File: config.mk
export PLATFORM = sky130hd
export DESIGN_NAME = bmw_regs
export DESIGN_NICKNAME = d
export VERILOG_FILES = /design/src/verilog/bmw_regs.v
export VERILOG_INCLUDE_DIRS = /design/src /design/src/verilog
export SDC_FILE = /design/constraint.sdc
export NUM_CORES = 1
export LEC_CHECK = 0
export BUFFER_PORTS_ARGS = -buffer_cell sky130_fd_sc_hd__buf_2
export CORE_AREA = 2 2 158 160
export CTS_CLUSTER_SIZE = 10
export DETAILED_ROUTE_END_ITERATION = 7
export DIE_AREA = 0 0 160 162
export GPL_TIMING_DRIVEN = 0
export PLACE_DENSITY = 0.71
export SLEW_MARGIN = 25
export SYNTH_ARGS = -nofsm -noshare
export SYNTH_HDL_FRONTEND = slang
export SYNTH_SLANG_ARGS = --single-unit
File: constraint.sdc
create_clock -name CLK -period 4.62 [get_ports CLK]
set_input_delay 0.693 -clock CLK [delete_from_list [all_inputs] [get_ports CLK]]
set_output_delay 0.693 -clock CLK [all_outputs]
set_load 0.01 [all_outputs]
File: src/verilog/bmw_defs.vh
// Constants for the bridge memory window register bank
// What this block does
// - Non-prefetch limit bits 15:4 hold A[31:20]
// - Non-prefetch base/limit pair decides forwarding
// - Capability flag bit 0, resets 1, lockable
// - Prefetch limit bit 0 mirrors capability flag
// - Prefetch base bits 15:4, reset 0xFFF
// - Prefetch base, limit, uppers decide forwarding
// - Base upper gives A[63:32], resets ones
// - Limit upper gives A[63:32], resets zero
// - Flag clear: uppers ignore writes, read zero
// - Non-prefetch base bits 15:4, reset 0xFFF
`ifndef BMW_DEFS_VH
`define BMW_DEFS_VH

// Register indices; byte address is four times the index
`define BMW_IDX_NP_BASE    6'h20
`define BMW_IDX_NP_LIMIT   6'h22
`define BMW_IDX_PF_BASE    6'h24
`define BMW_IDX_PF_LIMIT   6'h26
`define BMW_IDX_PF_BASE_HI 6'h28
`define BMW_IDX_PF_LIM_HI  6'h2C
`define BMW_IDX_UNLOCK     6'h30

// Field layout
`define BMW_FLD_HI   15
`define BMW_FLD_LO   4
`define BMW_CAP_BIT  0
`define BMW_UNLOCK_BIT 0
`define BMW_RSV_ZERO 3'h0

// Reset values
`define BMW_RST_BASE    12'hFFF
`define BMW_RST_LIMIT   12'h000
`define BMW_RST_CAP     1'b1
`define BMW_RST_BASE_HI 32'hFFFFFFFF
`define BMW_RST_LIM_HI  32'h00000000
`define BMW_RST_UNLOCK  1'b0

// Implied low address bits of a window
`define BMW_BASE_FILL  20'h00000
`define BMW_LIMIT_FILL 20'hFFFFF

// Bus answers
`define BMW_RESP_OKAY   2'h0
`define BMW_RESP_SLVERR 2'h2

`endif

File: src/verilog/bmw_regs.v
// Memory window register bank with AXI4-Lite slave and window lookup
//
// The AXI4-Lite interface to the registers is this design's own decision.
`timescale 1ns/100ps
`default_nettype none
`include "bmw_defs.vh"

module bmw_regs #(
  parameter ADDR_W = 8
) (
  // Clock and reset
  input  wire              CLK,
  input  wire              NRST,
  // AXI4-Lite write address
  input  wire [ADDR_W-1:0] AWADDR,
  input  wire [2:0]        AWPROT,
  input  wire              AWVALID,
  output reg               AWREADY,
  // AXI4-Lite write data
  input  wire [31:0]       WDATA,
  input  wire [3:0]        WSTRB,
  input  wire              WVALID,
  output reg               WREADY,
  // AXI4-Lite write response
  output reg  [1:0]        BRESP,
  output reg               BVALID,
  input  wire              BREADY,
  // AXI4-Lite read address
  input  wire [ADDR_W-1:0] ARADDR,
  input  wire [2:0]        ARPROT,
  input  wire              ARVALID,
  output reg               ARREADY,
  // AXI4-Lite read data
  output reg  [31:0]       RDATA,
  output reg  [1:0]        RRESP,
  output reg               RVALID,
  input  wire              RREADY,
  // Forwarding lookup
  input  wire [63:0]       LOOKUP_ADDR,
  input  wire              LOOKUP_VALID,
  output reg               HIT_VALID,
  output reg               NP_HIT,
  output reg               PF_HIT,
  // Window mode
  output reg               PF_ADDR64
);

  // Register state
  reg [11:0]       np_base_reg;
  reg [11:0]       np_base_next;
  reg [11:0]       np_limit_reg;
  reg [11:0]       np_limit_next;
  reg [11:0]       pf_base_reg;
  reg [11:0]       pf_base_next;
  reg [11:0]       pf_limit_reg;
  reg [11:0]       pf_limit_next;
  reg              cap_reg;
  reg              cap_next;
  reg [31:0]       pf_base_hi_reg;
  reg [31:0]       pf_base_hi_next;
  reg [31:0]       pf_lim_hi_reg;
  reg [31:0]       pf_lim_hi_next;
  reg              unlock_reg;
  reg              unlock_next;

  // Bus state
  reg              aw_held_reg;
  reg              aw_held_next;
  reg [5:0]        aw_idx_reg;
  reg [5:0]        aw_idx_next;
  reg              w_held_reg;
  reg              w_held_next;
  reg [31:0]       w_data_reg;
  reg [31:0]       w_data_next;
  reg [3:0]        w_strb_reg;
  reg [3:0]        w_strb_next;
  reg              awready_next;
  reg              wready_next;
  reg              bvalid_next;
  reg [1:0]        bresp_next;
  reg              arready_next;
  reg              rvalid_next;
  reg [31:0]       rdata_next;
  reg [1:0]        rresp_next;

  // Lookup state
  reg              hit_valid_next;
  reg              np_hit_next;
  reg              pf_hit_next;

  // Combinational helpers
  reg [31:0]       wmerged;
  reg [5:0]        ar_idx;
  reg [31:0]       np_lo;
  reg [31:0]       np_hi;
  reg [63:0]       pf_lo;
  reg [63:0]       pf_hi;

  // Byte-lane merge of a write into the current value
  function [31:0] merge;
    input [31:0] old_val;
    input [31:0] new_val;
    input [3:0]  strb;
    integer i;
    begin
      merge = old_val;
      for (i = 0; i < 4; i = i + 1) begin
        if (strb[i]) begin
          merge[i*8 +: 8] = new_val[i*8 +: 8];
        end
      end
    end
  endfunction

  // Mapped register indices
  function mapped;
    input [5:0] idx;
    begin
      case (idx)
        `BMW_IDX_NP_BASE,
        `BMW_IDX_NP_LIMIT,
        `BMW_IDX_PF_BASE,
        `BMW_IDX_PF_LIMIT,
        `BMW_IDX_PF_BASE_HI,
        `BMW_IDX_PF_LIM_HI,
        `BMW_IDX_UNLOCK: mapped = 1'b1;
        default:         mapped = 1'b0;
      endcase
    end
  endfunction

  // Current word of a register as software reads it
  function [31:0] current;
    input [5:0] idx;
    begin
      case (idx)
        `BMW_IDX_NP_BASE:
          current = {16'h0000, np_base_reg, 4'h0};
        `BMW_IDX_NP_LIMIT:
          current = {16'h0000, np_limit_reg, 4'h0};
        `BMW_IDX_PF_BASE:
          current = {16'h0000, pf_base_reg, `BMW_RSV_ZERO, cap_reg};
        `BMW_IDX_PF_LIMIT:
          current = {16'h0000, pf_limit_reg, `BMW_RSV_ZERO, cap_reg};
        `BMW_IDX_PF_BASE_HI:
          current = cap_reg ? pf_base_hi_reg : 32'h00000000;
        `BMW_IDX_PF_LIM_HI:
          current = cap_reg ? pf_lim_hi_reg : 32'h00000000;
        `BMW_IDX_UNLOCK:
          current = {31'h0, unlock_reg};
        default:
          current = 32'h00000000;
      endcase
    end
  endfunction

  // Bus handshakes and register writes
  always @* begin
    aw_held_next    = aw_held_reg;
    aw_idx_next     = aw_idx_reg;
    w_held_next     = w_held_reg;
    w_data_next     = w_data_reg;
    w_strb_next     = w_strb_reg;
    bvalid_next     = BVALID;
    bresp_next      = BRESP;
    arready_next    = ARREADY;
    rvalid_next     = RVALID;
    rdata_next      = RDATA;
    rresp_next      = RRESP;
    np_base_next    = np_base_reg;
    np_limit_next   = np_limit_reg;
    pf_base_next    = pf_base_reg;
    pf_limit_next   = pf_limit_reg;
    cap_next        = cap_reg;
    pf_base_hi_next = pf_base_hi_reg;
    pf_lim_hi_next  = pf_lim_hi_reg;
    unlock_next     = unlock_reg;
    ar_idx          = ARADDR[7:2];
    wmerged         = merge(current(aw_idx_reg), w_data_reg, w_strb_reg);

    if (AWVALID && AWREADY) begin
      aw_held_next = 1'b1;
      aw_idx_next  = AWADDR[7:2];
    end
    if (WVALID && WREADY) begin
      w_held_next = 1'b1;
      w_data_next = WDATA;
      w_strb_next = WSTRB;
    end
    if (BVALID && BREADY) begin
      bvalid_next = 1'b0;
    end

    // Address and data both held: commit the write
    if (aw_held_reg && w_held_reg) begin
      aw_held_next = 1'b0;
      w_held_next  = 1'b0;
      bvalid_next  = 1'b1;
      bresp_next   = mapped(aw_idx_reg) ? `BMW_RESP_OKAY : `BMW_RESP_SLVERR;
      case (aw_idx_reg)
        `BMW_IDX_NP_BASE:
          np_base_next = wmerged[`BMW_FLD_HI:`BMW_FLD_LO];
        `BMW_IDX_NP_LIMIT:
          np_limit_next = wmerged[`BMW_FLD_HI:`BMW_FLD_LO];
        `BMW_IDX_PF_BASE: begin
          pf_base_next = wmerged[`BMW_FLD_HI:`BMW_FLD_LO];
          if (unlock_reg) begin
            cap_next = wmerged[`BMW_CAP_BIT];
          end
        end
        `BMW_IDX_PF_LIMIT:
          pf_limit_next = wmerged[`BMW_FLD_HI:`BMW_FLD_LO];
        `BMW_IDX_PF_BASE_HI: begin
          if (cap_reg) begin
            pf_base_hi_next = wmerged;
          end
        end
        `BMW_IDX_PF_LIM_HI: begin
          if (cap_reg) begin
            pf_lim_hi_next = wmerged;
          end
        end
        `BMW_IDX_UNLOCK:
          unlock_next = wmerged[`BMW_UNLOCK_BIT];
        default: begin
        end
      endcase
    end

    // One read at a time; data is captured when the address is taken
    if (RVALID && RREADY) begin
      rvalid_next  = 1'b0;
      arready_next = 1'b1;
    end
    if (ARVALID && ARREADY) begin
      arready_next = 1'b0;
      rvalid_next  = 1'b1;
      rdata_next   = current(ar_idx);
      rresp_next   = mapped(ar_idx) ? `BMW_RESP_OKAY : `BMW_RESP_SLVERR;
    end

    // Readies drop while a channel is held or a response waits
    awready_next = ~aw_held_next & ~bvalid_next;
    wready_next  = ~w_held_next & ~bvalid_next;
  end

  // Window lookup; uppers count as zero in 32-bit mode
  always @* begin
    np_lo = {np_base_reg, `BMW_BASE_FILL};
    np_hi = {np_limit_reg, `BMW_LIMIT_FILL};
    pf_lo = {(cap_reg ? pf_base_hi_reg : 32'h00000000),
             pf_base_reg, `BMW_BASE_FILL};
    pf_hi = {(cap_reg ? pf_lim_hi_reg : 32'h00000000),
             pf_limit_reg, `BMW_LIMIT_FILL};
    hit_valid_next = LOOKUP_VALID;
    // Non-prefetchable space lies below 4GB only
    np_hit_next = LOOKUP_VALID && (LOOKUP_ADDR[63:32] == 32'h00000000)
                  && (LOOKUP_ADDR[31:0] >= np_lo)
                  && (LOOKUP_ADDR[31:0] <= np_hi);
    pf_hit_next = LOOKUP_VALID && (LOOKUP_ADDR >= pf_lo)
                  && (LOOKUP_ADDR <= pf_hi);
  end

  always @(posedge CLK or negedge NRST) begin
    if (!NRST) begin
      np_base_reg    <= `BMW_RST_BASE;
      np_limit_reg   <= `BMW_RST_LIMIT;
      pf_base_reg    <= `BMW_RST_BASE;
      pf_limit_reg   <= `BMW_RST_LIMIT;
      cap_reg        <= `BMW_RST_CAP;
      pf_base_hi_reg <= `BMW_RST_BASE_HI;
      pf_lim_hi_reg  <= `BMW_RST_LIM_HI;
      unlock_reg     <= `BMW_RST_UNLOCK;
      aw_held_reg    <= 1'b0;
      aw_idx_reg     <= 6'h00;
      w_held_reg     <= 1'b0;
      w_data_reg     <= 32'h00000000;
      w_strb_reg     <= 4'h0;
      AWREADY        <= 1'b1;
      WREADY         <= 1'b1;
      BVALID         <= 1'b0;
      BRESP          <= `BMW_RESP_OKAY;
      ARREADY        <= 1'b1;
      RVALID         <= 1'b0;
      RDATA          <= 32'h00000000;
      RRESP          <= `BMW_RESP_OKAY;
      HIT_VALID      <= 1'b0;
      NP_HIT         <= 1'b0;
      PF_HIT         <= 1'b0;
      PF_ADDR64      <= `BMW_RST_CAP;
    end else begin
      np_base_reg    <= np_base_next;
      np_limit_reg   <= np_limit_next;
      pf_base_reg    <= pf_base_next;
      pf_limit_reg   <= pf_limit_next;
      cap_reg        <= cap_next;
      pf_base_hi_reg <= pf_base_hi_next;
      pf_lim_hi_reg  <= pf_lim_hi_next;
      unlock_reg     <= unlock_next;
      aw_held_reg    <= aw_held_next;
      aw_idx_reg     <= aw_idx_next;
      w_held_reg     <= w_held_next;
      w_data_reg     <= w_data_next;
      w_strb_reg     <= w_strb_next;
      AWREADY        <= awready_next;
      WREADY         <= wready_next;
      BVALID         <= bvalid_next;
      BRESP          <= bresp_next;
      ARREADY        <= arready_next;
      RVALID         <= rvalid_next;
      RDATA          <= rdata_next;
      RRESP          <= rresp_next;
      HIT_VALID      <= hit_valid_next;
      NP_HIT         <= np_hit_next;
      PF_HIT         <= pf_hit_next;
      PF_ADDR64      <= cap_next;
    end
  end

endmodule // bmw_regs

`default_nettype wire

==> qor.tcl, run 1 <==
set qor(io_pins) 175
set qor(p_leak_nw) 6.24
set qor(area_delta_synth_final_pct) 15.7
set qor(fillers) 2153
set qor(clock_tree.buffer_depth) 2
set qor(netlist_instances) 1133
set qor(worst_margin_slew_ps) 915
set qor(grt_antenna_before_repair) 1
set qor(route.detailed.drc) 0
set qor(post_synth_instance_area_sq_um) 11900
set qor(cts-root-buf) {clkbuf_16}
set qor(die_height_um) 162
set qor(timing.critical_path.buf_inv) 2
set qor(fp.dieW_um) 160
set qor(drtPass1Iterations) 6
set qor(mostFrequentLayoutCells) {buf_2 (172), nand2_1 (165), mux2_2 (155)}
set qor(gp_congestion) 0.925
set qor(post-cts-setup-buffers) 0
set qor(worstSetupPathType) {register to register}
set qor(cts_inserted_buffers) 17
set qor(finalWorstSetupSlack_ps) 973
set qor(ys_seq_area_frac) 0.425
set qor(timing.final.crit_period_ps) 3650
set qor(ratio_of_cells_with_drive_above_1_in_the_final_layout) 0.331
set qor(num_rows) 57
set qor(globalRouteTotalUtil) 0.270
set qor(cp-end-kind) {register}
set qor(reg2reg_from) {cap_reg}
set qor(critPathArrivalTime_ps) 3970
set qor(max_slew_margin) 0.374
set qor(setup.worst_path.start_class) {register}
set qor(rsz0062_at_grt) {no}
set qor(worst_ep_required_time_ps) 4950
set qor(detail_route.iter0.violations) 845
set qor(slowest_delay_ps) 680
set qor(hpwl_dp_mm) 27.2
set qor(critical-path-slowest-cell) {nor4_1}
set qor(final_common_cell) {buf_2}
set qor(clock-sinks) 200
set qor(worst_path_most_repeated_cell) {clkbuf_1}
set qor(dieArea_sq_um) 25900
set qor(initial_utilization) 0.495
set qor(cts_tree) {built}
set qor(insertion_delay_ps) 450
set qor(slew_viol_final) 0
set qor(place.port_buffers) 160
set qor(yosys_reg_bits) 200
set qor(worst_setup_slack_after_placement_ps) 1080
set qor(mapped_avg_cell_area_sq_um) 10.5
set qor(timing.critical_path.depth) 9
set qor(fmax_mhz) 274
set qor(yosys_warnings) 0
set qor(worstPathMaxFanout) 10
set qor(pwr_density_cell_nw_per_um2) 407
set qor(worst_ir_drop_vdd_mv) 0.275
set qor(detail_route.wl_per_cell_um) 21.0
set qor(async_flop_share) 1.00
set qor(floorplan_core_area_sq_um) 24100
set qor(htree_levels) 4
set qor(yosys.cell_types.count) 63
set qor(endpoint) {PF_HIT}
set qor(finalSetupViolCount) 0
set qor(detailed_route_vias_per_instance) 5.89
set qor(final_antenna_net_count) 0
set qor(hold_violation_total_from_the_final_report) 0
set qor(vias_in_the_first_global_route) 9741
set qor(grt_max_degree) 93
set qor(grt_first_pass_wirelength_mm) 54.2
set qor(crit_path_cell_trace) {clkbuf_1 > clkbuf_1 > nand2_1 > ha_1 > nand4_1 > nor4_1 > nand3_1 > o22ai_1 > a2bb2oi_1}
set qor(cts.clk_slew.worst_paths_ps) 80
set qor(cap_viol_max_count) 0
set qor(postRouteWirelength_mm) 34.8
set qor(regToRegSetupSlack_ps) 970
set qor(crit_start) {cap_reg}
set qor(via_count) 9732
set qor(timing.reg2reg.worst_path_depth) 9
set qor(cpLargestDelayFamily) {simple AND/OR/NAND/NOR gates}
set qor(final.hold.worst_slack_ps) 60.9
set qor(ys_dominant_reg_cell) {dfrtp_1}
set qor(synth-edff-count) 0
set qor(result_of_the_run) {completed}
set qor(nNetsFinal) 1557
set qor(cts_resized) 0
set qor(timing.final.crit_share) 0.789
set qor(hp-class) {input port to asynchronous set/reset pin}
set qor(grt_overflow_total) 0
set qor(clock_skew_ps) 18.1
set qor(r2r-end) {PF_HIT}
set qor(holdBufCountCts) 0
## stage by stage
stage                     area [sq um]  instances  setup TNS, ps   util  power (mW)
after floorplan                  11900       1134              0      -        3.48
after global placement           13200       1618         -61580  0.546        4.02
after detailed placement         13200       1620              0  0.548        4.09
after CTS                        13800       1652              0  0.573        5.61
after global routing             13800       1653              0  0.573        5.92
final                            13800       1653              0  0.573        5.62
## layout make-up
type                    instances  area [sq um]  share of cell area
diodes                          1          2.50            0.000181
flip-flops and latches        200          5080               0.368
inverters                      57           214              0.0155
well taps                     324           405              0.0293
clock buffers                  20           457              0.0331
multi-input cells             831          6430               0.466
clock inverters                12           135             0.00978
repair buffers                162           866              0.0627
plain buffers                  46           219              0.0159
## worst min-delay path by stage
stage	start	endpoint	slack (ps)	cells past startpoint
2_1_floorplan	NRST	BRESP[1]	400	0
3_3_place_gp	aw_held_reg	AWREADY	450	1
3_5_place_dp	RDATA[25]	RDATA[25]	470	2
4_1_cts	NRST	merge.new_val[13]	60	1
5_1_grt	NRST	merge.new_val[8]	60	1
6_report	NRST	merge.new_val[13]	60	1
## Yosys cell counts (11+ instances only)
library cell  count  area (sq um)
nand4_1          31           194
dfrtp_1         140          3500
buf_2            13          65.1
a222oi_1         12           120
nand2_1         165           619
mux2_2          155          1750
nor2_1           33           124
a21oi_1          56           280
nand3_1          11          55.1
nor4_1           15          93.8
a21o_1           12          90.1
o22a_1           20           175
a22o_1           13           114
dfstp_2          60          1580
ha_1            112          1400
o21ai_0          59           295
clkbuf_1         24          90.1
a22oi_1          13          97.6
mux2i_1          33           330
inv_1            56           210
## cell families (layout without fill, tap and decap cells)
| group | after synthesis | after routing | synth area share |
|---|---|---|---|
| compound gates | 226 | 226 | 0.127 |
| fa+ha+maj | 112 | 112 | 0.117 |
| buf+inv | 103 | 297 | 0.0362 |
| flops | 200 | 200 | 0.425 |
| mux | 188 | 188 | 0.174 |
| other cells | 1 | 3 | 0.000314 |
| simple gates | 303 | 303 | 0.120 |
## layer usage
| layer | track usage | share of wire |
|---|---|---|
| met1 | 0.382 | 0.46 |
| met2 | 0.418 | 0.44 |
| met3 | 0.0503 | 0.071 |
| met4 | 0.0979 | 0.031 |
| met5 | 0 | 0 |
## worst reg2reg max path, cell delays in order (launching register included)
cell and delay (ps):
dfstp_2 650, clkbuf_1 430, clkbuf_1 550, nand2_1 140
ha_1 330, nand4_1 160, nor4_1 680, nand3_1 160
o22ai_1 160, a2bb2oi_1 280
## power by group
part / internal [mW] / total, mW / switching (mW)
clock: 0.794 / 1.53 / 0.733
combinational: 0.716 / 1.62 / 0.903
sequential: 2.14 / 2.47 / 0.333
total: 3.65 / 5.62 / 1.97
Note: power is estimated with default switching activity, not from simulation.
==> run 2: changes to the inputs <==
--- a/config.mk
+++ b/config.mk
@@ -6,13 +6,14 @@
 export SDC_FILE = /design/constraint.sdc
 export NUM_CORES = 1
 export LEC_CHECK = 0
+export ABC_AREA = 1
 export BUFFER_PORTS_ARGS = -buffer_cell sky130_fd_sc_hd__buf_2
-export CORE_AREA = 2 2 158 160
+export CORE_AREA = 2 2 163 165
 export CTS_CLUSTER_SIZE = 10
 export DETAILED_ROUTE_END_ITERATION = 7
-export DIE_AREA = 0 0 160 162
+export DIE_AREA = 0 0 165 167
 export GPL_TIMING_DRIVEN = 0
-export PLACE_DENSITY = 0.71
+export PLACE_DENSITY = 0.73
 export SLEW_MARGIN = 25
 export SYNTH_ARGS = -nofsm -noshare
 export SYNTH_HDL_FRONTEND = slang
==> constraint.sdc (replaced) <==
create_clock -name CLK -period 3.3 [get_ports CLK]
set_input_delay 0.495 -clock CLK [delete_from_list [all_inputs] [get_ports CLK]]
set_output_delay 0.495 -clock CLK [all_outputs]
set_load 0.01 [all_outputs]
==> run 2 against run 1 <==
- combinational power increased by 51%
- die area increased by 6.3%
- utilization fell by 0.29 points
- non-clock buffer count is 21 higher
- sequential power grew 36%
- register-to-register slack lost 720 ps
- first-iteration DRC count grew 61%
- maximum frequency rose by 20%
- clock-buffer cell count is 3 lower
- clock skew shrank 1.7 ps
- synthesized cell count increased by 58%
- critical path type unchanged
- critical path depth up 7
==> qor.tcl, run 2 <==
set qor(n_antenna_cell) 0
set qor(grt_max_degree) 76
set qor(floorplan_core_area_sq_um) 25800
set qor(grt_overflow_total) 0
set qor(postRouteWirelength_mm) 39.7
set qor(yosysMostFrequentCell) {nand2_1}
set qor(timing.reg2reg.worst_path_depth) 16
set qor(final_common_cell) {nand2_1}
set qor(power.share.clock) 0.283
set qor(insertion_delay_ps) 460
set qor(total_switching_power_mw) 3.22
set qor(synthTopCellsByArea) {dfrtp_1 (27%), nand2_1 (25%), dfstp_2 (12%)}
set qor(place.port_buffers) 162
set qor(share_comb_of_total_power) 0.303
set qor(drtPass1Iterations) 6
set qor(clock_skew_ps) 16.4
set qor(pwr_density_cell_nw_per_um2) 550
set qor(mostFrequentLayoutCells) {nand2_1 (838), buf_2 (174), dfrtp_1 (140)}
set qor(worst_ir_drop_vdd_mv) 0.344
set qor(cell_internal_pwr_mw) 4.86
set qor(timing.final.crit_period_ps) 3050
set qor(globalRouteTotalUtil) 0.291
set qor(detailed_route_vias_per_instance) 5.38
set qor(post_synth_instance_area_sq_um) 12700
set qor(setup.worst_path.start_class) {register}
set qor(area_delta_synth_final_pct) 15.3
set qor(cts_tree) {built}
set qor(fin_area_sq_um) 14700
set qor(ys_dominant_reg_cell) {dfrtp_1}
set qor(netlist_instances) 1785
set qor(cts-root-buf) {clkbuf_16}
set qor(fp.dieW_um) 165
set qor(initial_utilization) 0.495
set qor(slew_viol_final) 0
set qor(grt_first_pass_wirelength_mm) 61.7
set qor(grt_antenna_before_repair) 0
set qor(yosys.cell_types.count) 43
set qor(num_rows) 59
set qor(yosys_warnings) 0
set qor(critPathArrivalTime_ps) 3400
set qor(reg2reg_from) {cap_reg}
set qor(max_slew_margin) 0.613
set qor(worst_ep_required_time_ps) 3650
set qor(holdPathStages) 1
set qor(worstSetupPathType) {register to register}
set qor(gp_congestion) 0.984
set qor(io_pins) 175
set qor(hold_path.startpoint) {LOOKUP_VALID}
set qor(pnr_total_power_mw) 8.08
set qor(hpwl_dp_mm) 31.3
set qor(hold_violation_total_from_the_final_report) 0
set qor(hp-class) {input port to register}
set qor(clock-sinks) 200
set qor(post-cts-setup-buffers) 0
set qor(nNetsFinal) 2211
set qor(placedInstanceArea_sq_um) 14000
set qor(p_leak_nw) 7.49
set qor(mapped_avg_cell_area_sq_um) 7.14
set qor(die_height_um) 167
set qor(yosys_reg_bits) 200
set qor(synth_commonest_cells) {nand2_1 (838), dfrtp_1 (140), inv_1 (126)}
set qor(ys_seq_area_frac) 0.399
set qor(cp-end-kind) {register}
set qor(yosysTopAreaCellShare) 0.275
set qor(clock_tree.buffer_depth) 2
set qor(vias_in_the_first_global_route) 11641
set qor(power.share.sequential) 0.414
set qor(async_flop_share) 1.00
set qor(result_of_the_run) {completed}
set qor(route.detailed.drc) 0
set qor(synth-edff-count) 0
set qor(timing.final.crit_share) 0.923
set qor(rsz0062_at_grt) {no}
set qor(worst_margin_slew_ps) 581
set qor(cap_viol_max_count) 0
set qor(final_antenna_net_count) 0
set qor(detail_route.wl_per_cell_um) 17.1
set qor(cts.clk_slew.worst_paths_ps) 80
set qor(p_sw_frac) 0.399
set qor(r2r-end) {PF_HIT}
set qor(detail_route.iter0.violations) 1359
set qor(synthDominantAreaCellType) {dfrtp_1}
set qor(worst_hold_path.endpoint) {HIT_VALID}
set qor(fmax_mhz) 328
set qor(final.hold.worst_slack_ps) 206
set qor(ratio_of_cells_with_drive_above_1_in_the_final_layout) 0.159
set qor(cts_inserted_buffers) 17
set qor(worstPathMaxFanout) 19
set qor(dieArea_sq_um) 27600
set qor(via_count) 12464
set qor(htree_levels) 4
set qor(regToRegSetupSlack_ps) 250
set qor(finalSetupViolCount) 0
## run 2: worst max path at each step
stage,start,slack (ps),endpoint
detailed placement,cap_reg,-30,PF_HIT
global route,cap_reg,30,PF_HIT
finish,cap_reg,250,PF_HIT
floorplan,cap_reg,640,PF_HIT
CTS,cap_reg,140,PF_HIT
global placement,NRST,-1560,RVALID
## run 2: routing by layer
metal	share of wire	global-route usage	wire [um]	vias up
li1	-	-	-	6099
met1	0.47	0.441	18700	5747
met2	0.42	0.433	16900	554
met3	0.082	0.0403	3280	64
met4	0.022	0.0802	859	0
met5	0	0	0	-
## run 2: cell type report
type	instances	area (sq um)
fillers	2495	11100
clock buffers	17	425
clock inverters	15	213
inverters	139	522
plain buffers	64	315
repair buffers	165	886
multi-input cells	1382	6830
well taps	335	419
flip-flops and latches	200	5080
## run 2: power by group through the flow
stage	logic, mW	registers, mW	clock network, mW
finish	2.45	3.35	2.29
global route	2.76	3.40	2.40
CTS	2.44	3.33	2.30
detailed placement	2.42	3.38	0
global placement	2.35	3.36	0
floorplan	1.58	3.26	0
## run 2: logic make-up (layout without fill, tap and decap cells)
family                     Yosys count  after routing  share of synthesized area
and+or+nand+nor                   1081           1081                      0.338
other                                1              2                   0.000294
adders and majority gates          112            112                      0.110
AOI/OAI and AO/OA                  184            184                     0.0854
buffers and inverters              204            400                     0.0657
muxes                                3              3                    0.00236
DFF                                200            200                      0.399
## run 2: timing repair
item,CTS,global route
hold endpoints to repair,8,0
setup endpoints to repair,1,1
hold buffers,1,0
resized for setup,0,2
pin swaps,0,0
## run 2: worst max-delay path, stage by stage (launching register included)
cell and delay (ps):
dfstp_2 560, clkbuf_1 260, clkbuf_4 360, clkbuf_1 370
nand2_1 130, ha_1 310, nand2_1 80, nor2_1 160
nand2_1 70, nor2_1 150, nand2_1 70, nor2_1 140
nand2_1 60, nand2_1 60, nor2_1 40, nor2_1 90
nor2_1 50
## run 2: stage by stage
step / setup TNS [ps] / utilization / instances / worst slack [ps]
floorplan: 0 / - / 1786 / 640
global placement: -236270 / 0.542 / 2283 / -1560
detailed placement: -25.7 / 0.545 / 2285 / -25.7
CTS: 0 / 0.570 / 2317 / 143
global route: 0 / 0.570 / 2317 / 29.0
finish: 0 / 0.570 / 2317 / 253
==> run 3: changes to the inputs <==
--- a/config.mk
+++ b/config.mk
@@ -14,6 +14,7 @@
 export DIE_AREA = 0 0 165 167
 export GPL_TIMING_DRIVEN = 0
 export PLACE_DENSITY = 0.73
+export RECOVER_POWER = 50
 export SLEW_MARGIN = 25
 export SYNTH_ARGS = -nofsm -noshare
 export SYNTH_HDL_FRONTEND = slang
==> run 3 against run 2 <==
- the run now ends with max-capacitance violations, max-slew violations left
- global-route usage did not move
- sequential power barely moved
- register-to-register slack barely moved
- utilization fell by 0.18 points
- hold slack improved by 16 ps
- first-iteration DRC count fell by 5.7%
- via count barely moved
- critical endpoint unchanged
- highest routed layer unchanged
==> qor.tcl, run 3 (synthesis results as in run 2) <==
set qor(result_of_the_run) {finished, violations left}
set qor(violations_in_the_final_reports) {max-capacitance violations, max-slew violations}
set qor(power.share.sequential) 0.414
set qor(clock-sinks) 200
set qor(initial_utilization) 0.495
set qor(timing.final.crit_period_ps) 3050
set qor(final_common_cell) {nand2_1}
set qor(via_count) 12468
set qor(grt_first_pass_wirelength_mm) 61.7
set qor(grt_overflow_total) 0
set qor(dieArea_sq_um) 27600
set qor(hp-class) {input port to register}
set qor(drtPass1Iterations) 5
set qor(fp.dieW_um) 165
set qor(num_rows) 59
set qor(hpwl_dp_mm) 31.3
set qor(pwr_density_cell_nw_per_um2) 552
set qor(detail_route.wl_per_cell_um) 17.2
set qor(gp_congestion) 0.984
set qor(worstPathMaxFanout) 19
set qor(final_antenna_net_count) 0
set qor(worstSetupPathType) {register to register}
set qor(vias_in_the_first_global_route) 11641
set qor(max_slew_margin) -0.100
set qor(cpLargestDelayFamily) {simple AND/OR/NAND/NOR gates}
set qor(setup.worst_path.start_class) {register}
set qor(io_pins) 175
set qor(postRouteWirelength_mm) 39.8
set qor(die_height_um) 167
set qor(total_switching_power_mw) 3.23
set qor(final_core_util) 0.568
set qor(hold_violation_total_from_the_final_report) 0
set qor(critPathArrivalTime_ps) 3400
set qor(nNetsFinal) 2211
set qor(htree_levels) 4
set qor(cp-end-kind) {register}
set qor(cts.clk_slew.worst_paths_ps) 90
set qor(grt_antenna_before_repair) 0
set qor(clock_skew_ps) 17.4
set qor(worst_ep_required_time_ps) 3650
set qor(slew_viol_final) 65
set qor(critical-path-slowest-cell) {dfstp_2}
set qor(cap_viol_max_count) 1
set qor(fmax_mhz) 328
set qor(floorplan_core_area_sq_um) 25800
set qor(cts_inserted_buffers) 17
set qor(globalRouteTotalUtil) 0.291
set qor(power.share.clock) 0.284
set qor(place.port_buffers) 162
set qor(ratio_of_cells_with_drive_above_1_in_the_final_layout) 0.152
set qor(detail_route.iter0.violations) 1281
set qor(crit_path_cell_trace) {clkbuf_1 > clkbuf_4 > clkbuf_1 > nand2_1 > ha_1 > nand2_1 > nor2_1 > nand2_1 > nor2_1 > nand2_1 > nor2_1 > nand2_1 > nand2_1 > nor2_1 > nor2_1 > nor2_1}
set qor(route.detailed.drc) 0
set qor(post-cts-setup-buffers) 0
set qor(fillers) 2509
set qor(worst_margin_slew_ps) 1650
set qor(worst_ir_drop_vdd_mv) 0.346
set qor(detailed_route_vias_per_instance) 5.38
set qor(timing.final.crit_share) 0.924
set qor(n_antenna_cell) 0
set qor(cts_tree) {built}
set qor(mostFrequentLayoutCells) {nand2_1 (838), buf_2 (160), dfrtp_1 (140)}
set qor(insertion_delay_ps) 460
set qor(cell_internal_pwr_mw) 4.85
set qor(rsz0062_at_grt) {no}
set qor(slowest_delay_ps) 560
set qor(area_delta_synth_final_pct) 14.9
set qor(p_leak_nw) 7.43
set qor(final.hold.worst_slack_ps) 221
set qor(p_sw_frac) 0.400
set qor(timing.critical_path.buf_inv) 3
set qor(clock_tree.buffer_depth) 2
set qor(grt_max_degree) 76
set qor(cts-root-buf) {clkbuf_16}
set qor(share_comb_of_total_power) 0.302
set qor(finalSetupViolCount) 0
[run 3: cell types whose count changed in the layout (fill, tap and decap cells not counted)]
| cell | previous run | this run |
|---|---|---|
| dfstp_1 | 0 | 1 |
| clkbuf_1 | 33 | 47 |
| buf_2 | 174 | 160 |
| clkbuf_2 | 2 | 3 |
| clkbuf_4 | 1 | 2 |
| dfstp_2 | 60 | 59 |
| buf_8 | 1 | 0 |
| buf_16 | 2 | 1 |
[run 3: area by class of cell]
class                   count  area, sq um  area share
multi-input cells        1382         6830       0.466
flip-flops and latches    200         5080       0.347
repair buffers            165          838      0.0573
inverters                 139          522      0.0356
clock buffers              17          425      0.0291
well taps                 335          419      0.0286
plain buffers              64          315      0.0215
clock inverters            15          213      0.0145
[run 3: power by group through the flow]
stage	logic, mW	clock network [mW]	registers, mW
after global placement	2.35	0	3.36
after floorplan	1.58	0	3.26
after detailed placement	2.42	0	3.38
after CTS	2.44	2.30	3.33
final	2.44	2.29	3.35
after global routing	2.76	2.40	3.40
[run 3: final timing paths]
check | depth (start not counted) | startpoint | slack (ps) | endpoint
setup / recovery | 16 | cap_reg | 250 | PF_HIT
hold / removal | 3 | WDATA[11] | 220 | merge.new_val[11]
min in group asynchronous | 2 | NRST | 990 | np_limit_reg[11]
max in group asynchronous | 3 | NRST | 530 | RDATA[1]
hold reg to reg | 2 | RDATA[0] | 480 | RDATA[0]
setup reg to reg | 16 | cap_reg | 250 | PF_HIT
[run 3: metal layers]
metal  share of wire  global-route usage  wire length (um)
met5               0                   0                 0
met4           0.023              0.0802               924
met2            0.43               0.433             16900
met3           0.083              0.0403              3300
met1            0.47               0.441             18700
[run 3: timing repair]
item	in CTS	in global routing
resized for setup	0	2
hold endpoints to repair	8	0
setup endpoints to repair	1	1
gates cloned	0	0
hold buffers	1	0
[run 3: stage by stage]
| step | TNS [ps] | worst slack (ps) | area (sq um) | total power, mW | std cells |
|---|---|---|---|---|---|
| final | 0 | 250 | 14600 | 8.08 | 2317 |
| after global routing | 0 | 29.0 | 14600 | 8.55 | 2317 |
| after CTS | 0 | 143 | 14700 | 8.08 | 2317 |
| after detailed placement | -25.7 | -25.7 | 14000 | 5.80 | 2285 |
| after global placement | -236270 | -1560 | 14000 | 5.72 | 2283 |
| after floorplan | 0 | 640 | 12700 | 4.85 | 1786 |
[run 3: tightest hold or removal path: stages]
cell and delay [ps]:
buf_2 70, nand2_1 40, nand2_1 40
